[config.mk]
export PLATFORM = sky130hd
export DESIGN_NAME = flash_host_ctrl
export DESIGN_NICKNAME = d
export VERILOG_FILES = /design/src/design/flash_bus_cycle.v /design/src/design/flash_host_ctrl.v
export VERILOG_INCLUDE_DIRS = /design/src /design/src/design
export SDC_FILE = /design/constraint.sdc
export NUM_CORES = 1
export LEC_CHECK = 0
export BUFFER_PORTS_ARGS = -buffer_cell sky130_fd_sc_hd__buf_4
export CAP_MARGIN = 20
export CORE_ASPECT_RATIO = 1.2
export CORE_MARGIN = 4
export CORE_UTILIZATION = 41
export DETAILED_ROUTE_END_ITERATION = 8
export PLACE_DENSITY = 0.66
export SLEW_MARGIN = 20
export SYNTH_ARGS = -nofsm -noshare
export SYNTH_HDL_FRONTEND = slang
export SYNTH_SLANG_ARGS = --single-unit
[constraint.sdc]
create_clock -name i_sys_clk -period 2.6 [get_ports i_sys_clk]
set_input_delay 0.13 -clock i_sys_clk [delete_from_list [all_inputs] [get_ports i_sys_clk]]
set_output_delay 0.13 -clock i_sys_clk [all_outputs]
set_load 0.02 [all_outputs]
[src/design/flash_host_defines.vh]
/*
  Constants shared by the flash host controller: command bytes, register
  word indices, field positions, operation codes and bus cycle timing.
  Assumes a 40 MHz system clock and an x16 flash with 19 word-address bits.
*/
`ifndef FLASH_HOST_DEFINES_VH
`define FLASH_HOST_DEFINES_VH

// ==========================================================================
// Device command bytes
`define CMD_READ_ARRAY    8'hff
`define CMD_PROG_SETUP    8'h40
`define CMD_PROG_SETUP_ALT 8'h10
`define CMD_ERASE_SETUP   8'h20
`define CMD_CONFIRM       8'hd0
`define CMD_SUSPEND       8'hb0
`define CMD_READ_STATUS   8'h70
`define CMD_CLEAR_STATUS  8'h50

// ==========================================================================
// Device status bits
`define SR_READY_BIT      7
`define SR_SUSPENDED_BIT  6

// ==========================================================================
// Register word indices on the Avalon slave
`define REG_CTRL          3'h0
`define REG_CMD           3'h1
`define REG_ADDR          3'h2
`define REG_WDATA         3'h3
`define REG_STATUS        3'h4
`define REG_RDATA         3'h5

`define CTRL_POWERDOWN    0
`define CTRL_ALT_SETUP    1
`define ST_BUSY           8
`define ST_ERASING        9
`define ST_SUSPENDED      10
`define ST_ARRAY_MODE     11
`define ST_REFUSED        12

// ==========================================================================
// Operation codes written to the command register
`define OP_READ_ARRAY     4'h1
`define OP_READ_STATUS    4'h2
`define OP_CLEAR_STATUS   4'h3
`define OP_PROGRAM        4'h4
`define OP_ERASE          4'h5
`define OP_SUSPEND        4'h6
`define OP_RESUME         4'h7
`define OP_ABORT_PROGRAM  4'h8
`define OP_ABORT_ERASE    4'h9
`define OP_ARRAY_READ     4'ha

// ==========================================================================
// Bus cycle timing
`define CLK_PERIOD_NS     25
`define T_SETUP_NS        25
`define T_STROBE_NS       100
`define T_HOLD_NS         25
`define SETUP_CYC  ((`T_SETUP_NS + `CLK_PERIOD_NS - 1) / `CLK_PERIOD_NS)
`define STROBE_CYC ((`T_STROBE_NS + `CLK_PERIOD_NS - 1) / `CLK_PERIOD_NS)
`define HOLD_CYC   ((`T_HOLD_NS + `CLK_PERIOD_NS - 1) / `CLK_PERIOD_NS)

`endif

[src/design/flash_bus_cycle.v]
/*
  One asynchronous SRAM-style bus cycle (write or read) on the flash pins.
  Assumes the caller pulses i_start only while o_busy is low and holds the
  reset/power-down pin itself.
*/
`timescale 1ns/100ps
`default_nettype none
`include "flash_host_defines.vh"

module flash_bus_cycle (
  input  wire        i_sys_clk,
  input  wire        i_resetn,
  input  wire        i_abort,
  input  wire        i_start,
  input  wire        i_write,
  input  wire [18:0] i_addr,
  input  wire [15:0] i_wdata,
  input  wire [15:0] i_dq_in,
  output reg         o_busy,
  output reg         o_done,
  output reg  [15:0] o_rdata,
  output reg         o_ce_n,
  output reg         o_oe_n,
  output reg         o_we_n,
  output reg  [18:0] o_addr,
  output reg  [15:0] o_dq_out,
  output reg         o_dq_oe
);

  // ========================================================================
  // Phase machine
  localparam [3:0] P_IDLE   = 4'h1;
  localparam [3:0] P_SETUP  = 4'h2;
  localparam [3:0] P_STROBE = 4'h4;
  localparam [3:0] P_HOLD   = 4'h8;
  localparam integer SETUP_W  = `SETUP_CYC;
  localparam integer STROBE_W = `STROBE_CYC;
  localparam integer HOLD_W   = `HOLD_CYC;
  localparam [3:0] SETUP_N  = SETUP_W[3:0];
  localparam [3:0] STROBE_N = STROBE_W[3:0];
  localparam [3:0] HOLD_N   = HOLD_W[3:0];

  reg [3:0] phase_q;
  reg [3:0] cnt_q;
  reg       write_q;

  always @(posedge i_sys_clk or negedge i_resetn) begin
    if (!i_resetn) begin
      phase_q  <= P_IDLE;
      cnt_q    <= 4'h0;
      write_q  <= 1'b0;
      o_busy   <= 1'b0;
      o_done   <= 1'b0;
      o_rdata  <= 16'h0000;
      o_ce_n   <= 1'b1;
      o_oe_n   <= 1'b1;
      o_we_n   <= 1'b1;
      o_addr   <= 19'h00000;
      o_dq_out <= 16'h0000;
      o_dq_oe  <= 1'b0;
    end else if (i_abort) begin
      phase_q <= P_IDLE;
      o_busy  <= 1'b0;
      o_done  <= 1'b0;
      o_ce_n  <= 1'b1;
      o_oe_n  <= 1'b1;
      o_we_n  <= 1'b1;
      o_dq_oe <= 1'b0;
    end else begin
      o_done <= 1'b0;
      cnt_q  <= cnt_q + 4'h1;
      case (phase_q)
        P_IDLE: begin
          if (i_start) begin
            phase_q  <= P_SETUP;
            cnt_q    <= 4'h1;
            write_q  <= i_write;
            o_busy   <= 1'b1;
            o_addr   <= i_addr;
            o_dq_out <= i_wdata;
            o_dq_oe  <= i_write;
            o_ce_n   <= 1'b0;
          end
        end
        P_SETUP: begin
          if (cnt_q >= SETUP_N) begin
            phase_q <= P_STROBE;
            cnt_q   <= 4'h1;
            o_we_n  <= ~write_q;
            o_oe_n  <= write_q;
          end
        end
        P_STROBE: begin
          if (cnt_q >= STROBE_N) begin
            // Each read ends with OE and CE high, so the next read fetches a fresh status.
            phase_q <= P_HOLD;
            cnt_q   <= 4'h1;
            o_we_n  <= 1'b1;
            o_oe_n  <= 1'b1;
            o_ce_n  <= 1'b1;
            if (!write_q) begin
              o_rdata <= i_dq_in;
            end
          end
        end
        P_HOLD: begin
          if (cnt_q >= HOLD_N) begin
            phase_q <= P_IDLE;
            o_dq_oe <= 1'b0;
            o_busy  <= 1'b0;
            o_done  <= 1'b1;
          end
        end
        default: begin
          phase_q <= P_IDLE;
        end
      endcase
    end
  end

endmodule // flash_bus_cycle

`default_nettype wire

[src/design/flash_host_ctrl.v]
/*
  Host-side controller for a boot-block flash command decoder. Software
  posts operations over Avalon-MM; the controller turns them into command
  bus cycles, polls the device status and tracks the device's read mode.
  Assumes the flash pins are wired directly and the data bus is resolved
  outside from o_flash_dq_oe.
*/
// The implementer's own choices: the placing of the registers and the Avalon-MM slave port.
// Behaviour
// - Never write the reserved command byte 00h to the device.
// - Cancel a pending erase with erase set-up then one read-array.
// - Cancel a pending program with program set-up then two read-arrays.
// - After programming, issue read-array before reading array data.
// - Failure flags only set by the device; host clears with 50h.
`timescale 1ns/100ps
`default_nettype none
`include "flash_host_defines.vh"

module flash_host_ctrl (
  input  wire        i_sys_clk,
  input  wire        i_resetn,
  input  wire [2:0]  i_avs_address,
  input  wire        i_avs_read,
  input  wire        i_avs_write,
  input  wire [31:0] i_avs_writedata,
  output reg  [31:0] o_avs_readdata,
  output reg         o_avs_waitrequest,
  input  wire [15:0] i_flash_dq_in,
  output wire [15:0] o_flash_dq_out,
  output wire        o_flash_dq_oe,
  output wire [18:0] o_flash_addr,
  output wire        o_flash_ce_n,
  output wire        o_flash_oe_n,
  output wire        o_flash_we_n,
  output reg         o_flash_rp_n
);

  // ========================================================================
  // Sequencer states
  localparam [2:0] S_IDLE = 3'h1;
  localparam [2:0] S_STEP = 3'h2;
  localparam [2:0] S_WAIT = 3'h4;
  localparam [1:0] FIN_NONE   = 2'h0;
  localparam [1:0] FIN_ARRAY  = 2'h1;
  localparam [1:0] FIN_STATUS = 2'h2;

  reg  [2:0]  state_q;
  reg  [3:0]  op_q;
  reg  [1:0]  n_steps_q;
  reg  [1:0]  idx_q;
  reg  [15:0] st0_q;
  reg  [15:0] st1_q;
  reg  [15:0] st2_q;
  reg  [1:0]  fin_q;
  reg         poll_q;
  reg         cur_read_q;
  reg         cyc_start_q;
  reg         cyc_write_q;
  reg  [15:0] cyc_data_q;
  reg  [1:0]  ctrl_q;
  reg  [18:0] addr_q;
  reg  [15:0] wdata_q;
  reg  [7:0]  dev_status_q;
  reg  [15:0] rdata_q;
  reg         erasing_q;
  reg         suspended_q;
  reg         array_mode_q;
  reg         refused_q;
  wire        cyc_done;
  wire [15:0] cyc_rdata;

  wire busy      = (state_q != S_IDLE);
  wire wr_cmd    = i_avs_write && (i_avs_address == `REG_CMD);
  wire hold_req  = busy && i_avs_write && (i_avs_address != `REG_CTRL)
                   && (i_avs_address != `REG_STATUS);
  wire take_wr   = i_avs_write && !o_avs_waitrequest;
  wire clr_refused = take_wr && (i_avs_address == `REG_STATUS) && i_avs_writedata[`ST_REFUSED];
  wire [3:0] new_op = i_avs_writedata[3:0];
  wire pd        = ctrl_q[`CTRL_POWERDOWN];
  wire [15:0] setup_cmd = ctrl_q[`CTRL_ALT_SETUP] ? {8'h00, `CMD_PROG_SETUP_ALT}
                                                  : {8'h00, `CMD_PROG_SETUP};

  // Host restraint: while erasing or suspended only the accepted commands go out.
  reg op_ok;
  always @* begin
    op_ok = 1'b0;
    if (pd) begin
      op_ok = 1'b0;
    end else if (erasing_q && !suspended_q) begin
      op_ok = (new_op == `OP_READ_STATUS) || (new_op == `OP_SUSPEND);
    end else if (suspended_q) begin
      op_ok = (new_op == `OP_READ_ARRAY) || (new_op == `OP_READ_STATUS)
              || (new_op == `OP_RESUME) || (new_op == `OP_ARRAY_READ);
    end else begin
      op_ok = (new_op >= `OP_READ_ARRAY) && (new_op <= `OP_ARRAY_READ)
              && (new_op != `OP_SUSPEND) && (new_op != `OP_RESUME);
    end
  end

  // ========================================================================
  // Avalon-MM slave
  always @(posedge i_sys_clk or negedge i_resetn) begin
    if (!i_resetn) begin
      o_avs_waitrequest <= 1'b1;
      o_avs_readdata    <= 32'h00000000;
      ctrl_q            <= 2'h0;
      addr_q            <= 19'h00000;
      wdata_q           <= 16'h0000;
    end else begin
      o_avs_waitrequest <= 1'b1;
      if ((i_avs_read || i_avs_write) && o_avs_waitrequest && !hold_req) begin
        o_avs_waitrequest <= 1'b0;
        case (i_avs_address)
          `REG_CTRL:   o_avs_readdata <= {30'h0, ctrl_q};
          `REG_CMD:    o_avs_readdata <= {28'h0, op_q};
          `REG_ADDR:   o_avs_readdata <= {13'h0, addr_q};
          `REG_WDATA:  o_avs_readdata <= {16'h0, wdata_q};
          `REG_STATUS: o_avs_readdata <= {19'h0, refused_q, array_mode_q, suspended_q,
                                          erasing_q, busy, dev_status_q};
          `REG_RDATA:  o_avs_readdata <= {16'h0, rdata_q};
          default:     o_avs_readdata <= 32'h00000000;
        endcase
      end
      if (take_wr && (i_avs_address == `REG_CTRL)) begin
        ctrl_q <= i_avs_writedata[1:0];
      end
      if (take_wr && (i_avs_address == `REG_ADDR)) begin
        addr_q <= i_avs_writedata[18:0];
      end
      if (take_wr && (i_avs_address == `REG_WDATA)) begin
        wdata_q <= i_avs_writedata[15:0];
      end
    end
  end

  // ========================================================================
  // Reset/power-down pin
  always @(posedge i_sys_clk or negedge i_resetn) begin
    if (!i_resetn) begin
      o_flash_rp_n <= 1'b0;
    end else begin
      o_flash_rp_n <= ~pd;
    end
  end

  // ========================================================================
  // Operation sequencer and device mode tracking
  always @(posedge i_sys_clk or negedge i_resetn) begin
    if (!i_resetn) begin
      state_q      <= S_IDLE;
      op_q         <= 4'h0;
      n_steps_q    <= 2'h0;
      idx_q        <= 2'h0;
      st0_q        <= 16'h0000;
      st1_q        <= 16'h0000;
      st2_q        <= 16'h0000;
      fin_q        <= FIN_NONE;
      poll_q       <= 1'b0;
      cur_read_q   <= 1'b0;
      cyc_start_q  <= 1'b0;
      cyc_write_q  <= 1'b0;
      cyc_data_q   <= 16'h0000;
      dev_status_q <= 8'h00;
      rdata_q      <= 16'h0000;
      erasing_q    <= 1'b0;
      suspended_q  <= 1'b0;
      array_mode_q <= 1'b1;
      refused_q    <= 1'b0;
    end else if (pd) begin
      // Power-down wipes the device state, so the model restarts in array mode.
      state_q      <= S_IDLE;
      cyc_start_q  <= 1'b0;
      erasing_q    <= 1'b0;
      suspended_q  <= 1'b0;
      array_mode_q <= 1'b1;
      // Software may still clear the refusal while the device is powered down.
      if (wr_cmd && take_wr) begin
        refused_q <= 1'b1;
      end else if (clr_refused) begin
        refused_q <= 1'b0;
      end
    end else begin
      cyc_start_q <= 1'b0;
      // A refusal in the same cycle as its clear still sticks.
      if (clr_refused) begin
        refused_q <= 1'b0;
      end
      case (state_q)
        S_IDLE: begin
          if (wr_cmd && take_wr) begin
            if (!op_ok) begin
              refused_q <= 1'b1;
            end else begin
              op_q    <= new_op;
              idx_q   <= 2'h0;
              fin_q   <= FIN_NONE;
              poll_q  <= 1'b0;
              state_q <= S_STEP;
              st0_q   <= {8'h00, `CMD_READ_ARRAY};
              st1_q   <= {8'h00, `CMD_READ_ARRAY};
              st2_q   <= {8'h00, `CMD_READ_ARRAY};
              case (new_op)
                `OP_READ_ARRAY: begin
                  n_steps_q <= 2'h1;
                end
                `OP_READ_STATUS: begin
                  n_steps_q <= 2'h1;
                  st0_q     <= {8'h00, `CMD_READ_STATUS};
                  fin_q     <= FIN_STATUS;
                end
                `OP_CLEAR_STATUS: begin
                  n_steps_q <= 2'h1;
                  st0_q     <= {8'h00, `CMD_CLEAR_STATUS};
                end
                `OP_PROGRAM: begin
                  n_steps_q <= 2'h2;
                  st0_q     <= setup_cmd;
                  st1_q     <= wdata_q;
                  poll_q    <= 1'b1;
                end
                `OP_ERASE: begin
                  n_steps_q <= 2'h2;
                  st0_q     <= {8'h00, `CMD_ERASE_SETUP};
                  st1_q     <= {8'h00, `CMD_CONFIRM};
                end
                `OP_SUSPEND: begin
                  n_steps_q <= 2'h1;
                  st0_q     <= {8'h00, `CMD_SUSPEND};
                  poll_q    <= 1'b1;
                end
                `OP_RESUME: begin
                  n_steps_q <= 2'h1;
                  st0_q     <= {8'h00, `CMD_CONFIRM};
                end
                `OP_ABORT_PROGRAM: begin
                  n_steps_q <= 2'h3;
                  st0_q     <= setup_cmd;
                end
                `OP_ABORT_ERASE: begin
                  n_steps_q <= 2'h2;
                  st0_q     <= {8'h00, `CMD_ERASE_SETUP};
                end
                default: begin
                  // Array read: restore array mode first when the device is elsewhere.
                  n_steps_q <= array_mode_q ? 2'h0 : 2'h1;
                  fin_q     <= FIN_ARRAY;
                end
              endcase
            end
          end
        end
        S_STEP: begin
          cyc_start_q <= 1'b1;
          state_q     <= S_WAIT;
          if (idx_q < n_steps_q) begin
            cur_read_q  <= 1'b0;
            cyc_write_q <= 1'b1;
            cyc_data_q  <= (idx_q == 2'h0) ? st0_q : ((idx_q == 2'h1) ? st1_q : st2_q);
          end else if ((fin_q != FIN_NONE) || poll_q) begin
            cur_read_q  <= 1'b1;
            cyc_write_q <= 1'b0;
          end else begin
            cyc_start_q <= 1'b0;
            state_q     <= S_IDLE;
            case (op_q)
              `OP_READ_ARRAY, `OP_ABORT_PROGRAM, `OP_ABORT_ERASE: begin
                array_mode_q <= 1'b1;
              end
              `OP_ERASE: begin
                erasing_q    <= 1'b1;
                array_mode_q <= 1'b0;
              end
              `OP_RESUME: begin
                suspended_q  <= 1'b0;
                array_mode_q <= 1'b0;
              end
              default: begin
                array_mode_q <= 1'b0;
              end
            endcase
          end
        end
        S_WAIT: begin
          if (cyc_done) begin
            if (!cur_read_q) begin
              idx_q   <= idx_q + 2'h1;
              state_q <= S_STEP;
            end else if (fin_q == FIN_ARRAY) begin
              rdata_q      <= cyc_rdata;
              array_mode_q <= 1'b1;
              state_q      <= S_IDLE;
            end else begin
              dev_status_q <= cyc_rdata[7:0];
              array_mode_q <= 1'b0;
              if (cyc_rdata[`SR_READY_BIT]) begin
                // Ready with the suspended flag means suspend reached, else erase ended.
                state_q     <= S_IDLE;
                suspended_q <= erasing_q && cyc_rdata[`SR_SUSPENDED_BIT];
                erasing_q   <= erasing_q && cyc_rdata[`SR_SUSPENDED_BIT];
              end else if (poll_q) begin
                state_q <= S_STEP;
              end else begin
                state_q <= S_IDLE;
              end
            end
          end
        end
        default: begin
          state_q <= S_IDLE;
        end
      endcase
    end
  end

  // ========================================================================
  // Pin cycle engine
  flash_bus_cycle u_cycle (
    .i_sys_clk (i_sys_clk),
    .i_resetn  (i_resetn),
    .i_abort   (pd),
    .i_start   (cyc_start_q),
    .i_write   (cyc_write_q),
    .i_addr    (addr_q),
    .i_wdata   (cyc_data_q),
    .i_dq_in   (i_flash_dq_in),
    .o_busy    (),
    .o_done    (cyc_done),
    .o_rdata   (cyc_rdata),
    .o_ce_n    (o_flash_ce_n),
    .o_oe_n    (o_flash_oe_n),
    .o_we_n    (o_flash_we_n),
    .o_addr    (o_flash_addr),
    .o_dq_out  (o_flash_dq_out),
    .o_dq_oe   (o_flash_dq_oe)
  );

endmodule // flash_host_ctrl

`default_nettype wire

==> results of run 1 <==
==> through the flow <==
step           worst slack, ns  utilization  area (sq um)  instances  hold WS (ns)
2_1_floorplan           0.4410            -          9211        804       -0.1656
3_3_place_gp            0.3613       0.4713         10300       1150        0.1743
3_5_place_dp            0.3387       0.4713         10300       1150        0.1834
4_1_cts                 0.3202       0.5174         11310       1220       0.04093
5_1_grt                 0.2289       0.5174         11310       1220       0.06000
6_report                0.3038       0.5174         11310       1220       0.06287
==> flip-flops by register name, indices dropped and copies added (netlist names), 4 cells and up <==
register,cells
cyc_data_q,16
u_cycle.cnt_q,4
wdata_q,16
st1_q,16
o_avs_readdata,19
rdata_q,16
dev_status_q,8
addr_q,19
u_cycle.o_dq_out,16
op_q,4
u_cycle.o_addr,19
st0_q,5
u_cycle.phase_q,4
u_cycle.o_rdata,16
==> logic make-up after synthesis <==
family,count (synthesis),share of synthesized area
AO/OA/AOI/OAI,176,0.1207
XOR/XNOR,2,0.001911
other,1,0.0004091
buffers and inverters,74,0.03836
AND/OR/NAND/NOR,197,0.1057
adder cells (fa/ha/maj),6,0.008190
multiplexers,130,0.1615
flip-flops,206,0.5633
==> Yosys cell counts (all sizes together) (7+ instances only) <==
| cell | n | area [sq um] |
|---|---|---|
| dfrtp | 199 | 4980 |
| mux2 | 121 | 1378 |
| nand2 | 95 | 356.6 |
| o21ai | 72 | 360.4 |
| clkbuf | 36 | 135.1 |
| a21oi | 33 | 165.2 |
| nor2 | 30 | 112.6 |
| buf | 23 | 160.2 |
| inv | 15 | 56.30 |
| nand2b | 13 | 81.33 |
| nor2b | 13 | 81.33 |
| a221oi | 12 | 105.1 |
| nor3 | 10 | 50.05 |
| a22o | 9 | 78.83 |
| a22oi | 9 | 67.56 |
| mux2i | 8 | 80.08 |
| a211oi | 7 | 52.55 |
| a21o | 7 | 52.55 |
| dfstp | 7 | 183.9 |
==> final timing paths <==
| kind | start | to | slack [ns] | depth (start not counted) |
|---|---|---|---|---|
| worst max register to register | suspended_q | st0_q[3] | 0.30 | 5 |
| max in group asynchronous | i_resetn | state_q[0] | 1.58 | 3 |
| worst min register to register | st2_q[0] | st2_q[0] | 0.46 | 1 |
| worst min-delay path | i_avs_writedata[1] | op_q[1] | 0.06 | 2 |
| min in group asynchronous | i_resetn | rdata_q[1] | 0.18 | 2 |
| worst max-delay path | suspended_q | st0_q[3] | 0.30 | 5 |
==> layout by cell type, fill, tap and decap left out, types with 3 or more instances in the layout <==
master	netlist	final
mux2_2	117	117
o21ai_0	64	64
nand3_1	5	5
and3_1	5	5
nand3b_1	5	5
buf_12	0	3
nor2b_1	13	13
clkinv_2	0	3
clkbuf_1	36	5
nor3_1	10	10
dfrtp_1	199	199
a21o_1	7	7
mux2i_1	8	8
clkbuf_8	0	6
a21oi_1	33	33
dlygate4sd3_1	0	34
clkbuf_16	0	21
inv_1	15	15
or4b_1	3	3
a21boi_0	3	3
a221oi_1	12	12
a311o_1	3	3
conb_1	1	13
mux2_4	4	4
ha_1	6	6
a22o_1	9	9
a22oi_1	9	9
nor3b_1	3	3
nand2_1	95	95
or3_1	3	3
a211oi_1	7	7
buf_4	13	127
dfstp_2	7	7
nor2_1	30	30
nand2b_1	13	13
a31oi_1	3	3
o21ai_1	8	7
==> critical path, cell delays in order, from the launching register on <==
cell,delay (ns)
dfrtp_1,0.47
or4b_1,0.52
a31o_1,0.25
a311o_1,0.42
buf_12,0.20
mux2_4,0.30
==> metal layers <==
| layer | routed length, um | vias up |
|---|---|---|
| met5 | 0 | - |
| met4 | 417 | 0 |
| met3 | 967 | 32 |
| met2 | 11140 | 165 |
| met1 | 9816 | 3261 |
| li1 | - | 3076 |
==> where the power goes <==
group / leakage (nW) / switching, mW / internal [mW]
clock network: 0.331 / 1.22 / 1.73
logic: 2.26 / 0.569 / 0.547
registers: 2.71 / 0.346 / 3.55
==> cell type report <==
type | instances | area, sq um
Tap cell | 274 | 342.8
Timing Repair Buffer | 165 | 1368
Multi-Input combinational cell | 524 | 3709
Fill cell | 1950 | 10550
Sequential cell | 206 | 5164
Clock buffer | 31 | 613.1
Clock inverter | 5 | 53.80
Inverter | 15 | 56.30
==> what timing repair did <==
item,CTS,global route
endpoints found under the setup margin,0,0
resized for setup,0,0
endpoints found under the hold margin,114,0
hold buffers,34,0
==> summary.md, run 1 <==
| Metric | Value |
|---|---|
| DR vias | `6534` |
| Largest net degree at the start of global routing | `74` |
| EDFF count, synth | `0` |
| RSZ-0062 raised after global routing | `false` |
| Final Skew | `0.01135 ns` |
| Worst Path Class, Setup | `register to register` |
| Deepest clock path buffer count | `3` |
| Top-level port count | `128` |
| CTS Buf Count | `21` |
| Final Hold Viols | `0` |
| Core Area | `between 20000 and 25000 sq um` |
| Drt drc | `0` |
| Post-layout net count | `994` |
| Drt first-iter violations | `437` |
| Initial core utilization | `0.4195` |
| Postcts setup bufs | `0` |
| Overall power | `7.952 mW` |
| Yosys warns | `0` |
| Dpl hpwl | `15750 um` |
| Cell Rows | `59` |
| Root Driver | `clkbuf_16` |
| Post-route ant nets | `0` |
| Post-synthesis cell area | `9166 sq um` |
| Leading register cell type out of synthesis | `dfrtp_1` |
| GRT busiest layer | `met2` |
| Hold crit path type | `input port to register` |
| Actual slew at the worst max-slew pin | `0.7213 ns` |
| Outcome | `completed` |
| IO buf count | `between 100 and 150` |
| Setup TNS | `0 ns` |
| Maximum fanout along the worst path | `46` |
| Synthesis-stage register bit count | `approximately 200` |
| # clock sinks | `206` |
| First-pass GRT wire length | `36230 um` |
| H-tree depth | `1` |
| CTS tree | `yes` |
| Vias per std cell | `around 5.4` |
| Pwr dens | `703.4 nW/um^2` |
| Startpoint types | `register` |
| GR Overflow Total | `0` |
| Mapped Cells | `a little under 800` |
| Grt met1 use | `0.2467` |
| Avg Cell Area, Syn | `11.57 sq um` |
| Die area | `24820 sq um` |
| Period Utilization, post-route | `0.8832` |
| Max-cap violations | `0` |
| Routed len/inst | `18.31 um` |
| Share of cells above drive strength 1 | `0.3161` |
| Highest achievable clock rate | `roughly 440 MHz` |
| Die H | `171.8 um` |
| Worst Path Arrival | `2.67 ns` |
| Vias in the first global route | `6618` |
| Tot GR Track Use | `0.1819` |
| Initial antenna violation count | `0` |
| Die X | `144.5 um` |
| Slew headroom | `0.5181` |
| Leakage power | `approximately 5.3 nW` |
| Router iterations before antenna repair | `6` |
| Later-pin clock latency in the skew report | `~0.50 ns` |
| Diode count | `0` |
| Sequential area share after synthesis | `0.5633` |
| Final setup vio count | `0` |
| Peak supply drop | `0.6388 mV` |
| Post-synth cell types | `61` |
| Met3 Use GR | `0.02614` |
| Area Overhead vs Synth | `23.34%` |
| CP endpoint kind | `register` |
| Critical Path RT | `2.97 ns` |
| Final Critical Period | `2.296 ns` |
| Met2 Track Usage GR | `0.3064` |
| Asr flop ratio synth | `1.000` |
| Clock-pin slew on the worst setup and hold paths | `0.06 ns` |
| Final wirelength | `22340 um` |
| Max Slew Vio Count | `0` |
| GPL Wtd Cong | `0.8931` |
Power figures use the tool's default switching activity.
==> run 2, diff against run 1 <==
--- a/config.mk
+++ b/config.mk
@@ -16,4 +16,5 @@
 export SLEW_MARGIN = 20
 export SYNTH_ARGS = -nofsm -noshare
 export SYNTH_HDL_FRONTEND = slang
+export SYNTH_HIERARCHICAL = 1
 export SYNTH_SLANG_ARGS = --single-unit
==> summary.md, run 2 <==
| Metric | Value |
|---|---|
| Outcome | `completed` |
| Switching power share of the total | `0.2989` |
| Top-level port count | `~130` |
| First-pass GRT wire length | `around 36000 um` |
| WHS | `0.02313 ns` |
| Pwr dens | `787.8 nW/um^2` |
| Internal | `6.329 mW` |
| Slew headroom | `0.3588` |
| Cell total after placement | `1156` |
| CTS Buf Count | `22` |
| Root Driver | `clkbuf_16` |
| Core Area | `22520 sq um` |
| Routed len/inst | `17.81 um` |
| Die H | `roughly 170 um` |
| Non-Filler Instances | `around 1200` |
| Hold crit path type | `input port to register` |
| Period Utilization, post-route | `0.9150` |
| Final Critical Period | `2.379 ns` |
| Dpl hpwl | `15320 um` |
| Deepest clock path buffer count | `3` |
| Avg Cell Area, Syn | `11.71 sq um` |
| Number of fill cells | `~2000` |
| Die X | `146.2 um` |
| Max-cap violations | `0` |
| # clock sinks | `206` |
| Worst Path Class, Setup | `register to register` |
| Tot GR Track Use | `0.1725` |
| Actual slew at the worst max-slew pin | `0.9618 ns` |
| Yosys warns | `6` |
| Highest achievable clock rate | `420.3 MHz` |
| Peak supply drop | `~0.63 mV` |
| Commonest non-fill, non-tap cell in the layout | `dfrtp_1` |
| Final setup vio count | `0` |
| Post-route ant nets | `0` |
| Biggest regs | `addr_q: 19 flops, o_avs_readdata: 19 flops, u_cycle/o_addr: 19 flops` |
| Clk pwr share | `0.327` |
| Mapped Cells | `~800` |
| Comb power frac | `0.195` |
| RSZ-0062 raised after global routing | `false` |
| Largest net degree at the start of global routing | `just under 80` |
| Post-synthesis cell area | `9393 sq um` |
| H-tree depth | `1` |
| Later-pin clock latency in the skew report | `~0.5 ns` |
| CTS Hold Buffers Added | `34` |
| P_sw | `2.699 mW` |
| CTS tree | `yes` |
| Area Overhead vs Synth | `22.01%` |
| Diode count | `0` |
| Vias in the first global route | `6598` |
| Initial antenna violation count | `0` |
| Overall power | `9.028 mW` |
| Leading cell types in the layout, fill and taps excluded | `dfrtp_1 (199), buf_4 (121), mux2_2 (120)` |
| Router iterations before antenna repair | `5` |
| Final Skew | `0.01316 ns` |
| IO buf count | `101` |
| Final Hold Viols | `0` |
| Vias per std cell | `5.312` |
| GR Overflow Total | `0` |
| Critical Path RT | `2.97 ns` |
| Initial core utilization | `0.4171` |
| Worst Path Arrival | `2.75 ns` |
| Leakage power | `5.362 nW` |
| Drt drc | `0` |
| Max Slew Vio Count | `0` |
| Part of the power in registers | `0.478` |
| Final wirelength | `21850 um` |
| DR vias | `6518` |
| Die area | `25410 sq um` |
| Cell Rows | `60` |
| Maximum fanout along the worst path | `35` |
| Postcts setup bufs | `0` |
| Post_cts resized | `0` |
| Drt first-iter violations | `456` |
| Post-layout net count | `996` |
| Clock-pin slew on the worst setup and hold paths | `0.06 ns` |
| Post-Route Utilization | `0.5088` |
| CP endpoint kind | `register` |
| Share of cells above drive strength 1 | `0.3228` |
| Setup TNS | `0 ns` |
| Startpoint types | `register` |
| GPL Wtd Cong | `0.8294` |
==> run 2: per-layer routing <==
metal / vias to the layer above / track usage / wire (um)
met1: 3204 / 0.2319 / 9456
met3: 36 / 0.02720 / 1084
li1: 3105 / - / -
met5: - / 0 / 0
met4: 0 / 0.05176 / 566
met2: 173 / 0.2892 / 10750
==> run 2: through the flow <==
stage          setup slack, ns  area (sq um)
3_5_place_dp            0.2245         10450
4_1_cts                 0.2159         11460
3_3_place_gp            0.2611         10450
5_1_grt                0.03599         11460
6_report                0.2210         11460
2_1_floorplan           0.6235          9438
==> run 2: cell type report <==
type | count | area [sq um] | area share
tap | 279 | 349.1 | 0.03046
clock inverter | 2 | 13.76 | 0.001201
clock buffer | 35 | 660.6 | 0.05765
inverter | 20 | 75.07 | 0.006551
multi-input combinational | 525 | 3855 | 0.3364
sequential | 206 | 5164 | 0.4506
timing repair buffer | 160 | 1343 | 0.1172
==> run 2: power by group through the flow <==
stage	sequential, mW	clock [mW]	combinational (mW)
floorplan	4.23	0	1.01
finish	4.32	2.95	1.76
CTS	4.32	3.01	1.78
detailed placement	4.37	0	1.73
global placement	4.36	0	1.68
global route	4.37	3.16	1.95
==> run 2: worst paths after layout <==
kind                                          from            endpoint  slack, ns  cells past startpoint
worst max-delay path                    state_q[0]            st1_q[7]       0.22                      6
worst min-delay path            i_avs_writedata[1]            fin_q[1]       0.02                      3
worst max register to register          state_q[0]            st1_q[7]       0.22                      6
worst min register to register            st2_q[0]            st2_q[0]       0.46                      1
max in group asynchronous                 i_resetn      cyc_data_q[14]       1.58                      3
min in group asynchronous                 i_resetn  u_cycle/phase_q[2]       0.22                      2
==> run 2: critical path, cell delays in order, from the launching register on <==
cell and delay [ns]:
dfstp_2 0.61, or3b_2 0.53, nor2_1 0.22, o311ai_4 0.31, buf_12 0.27, nor4_1 0.24, a21oi_1 0.07
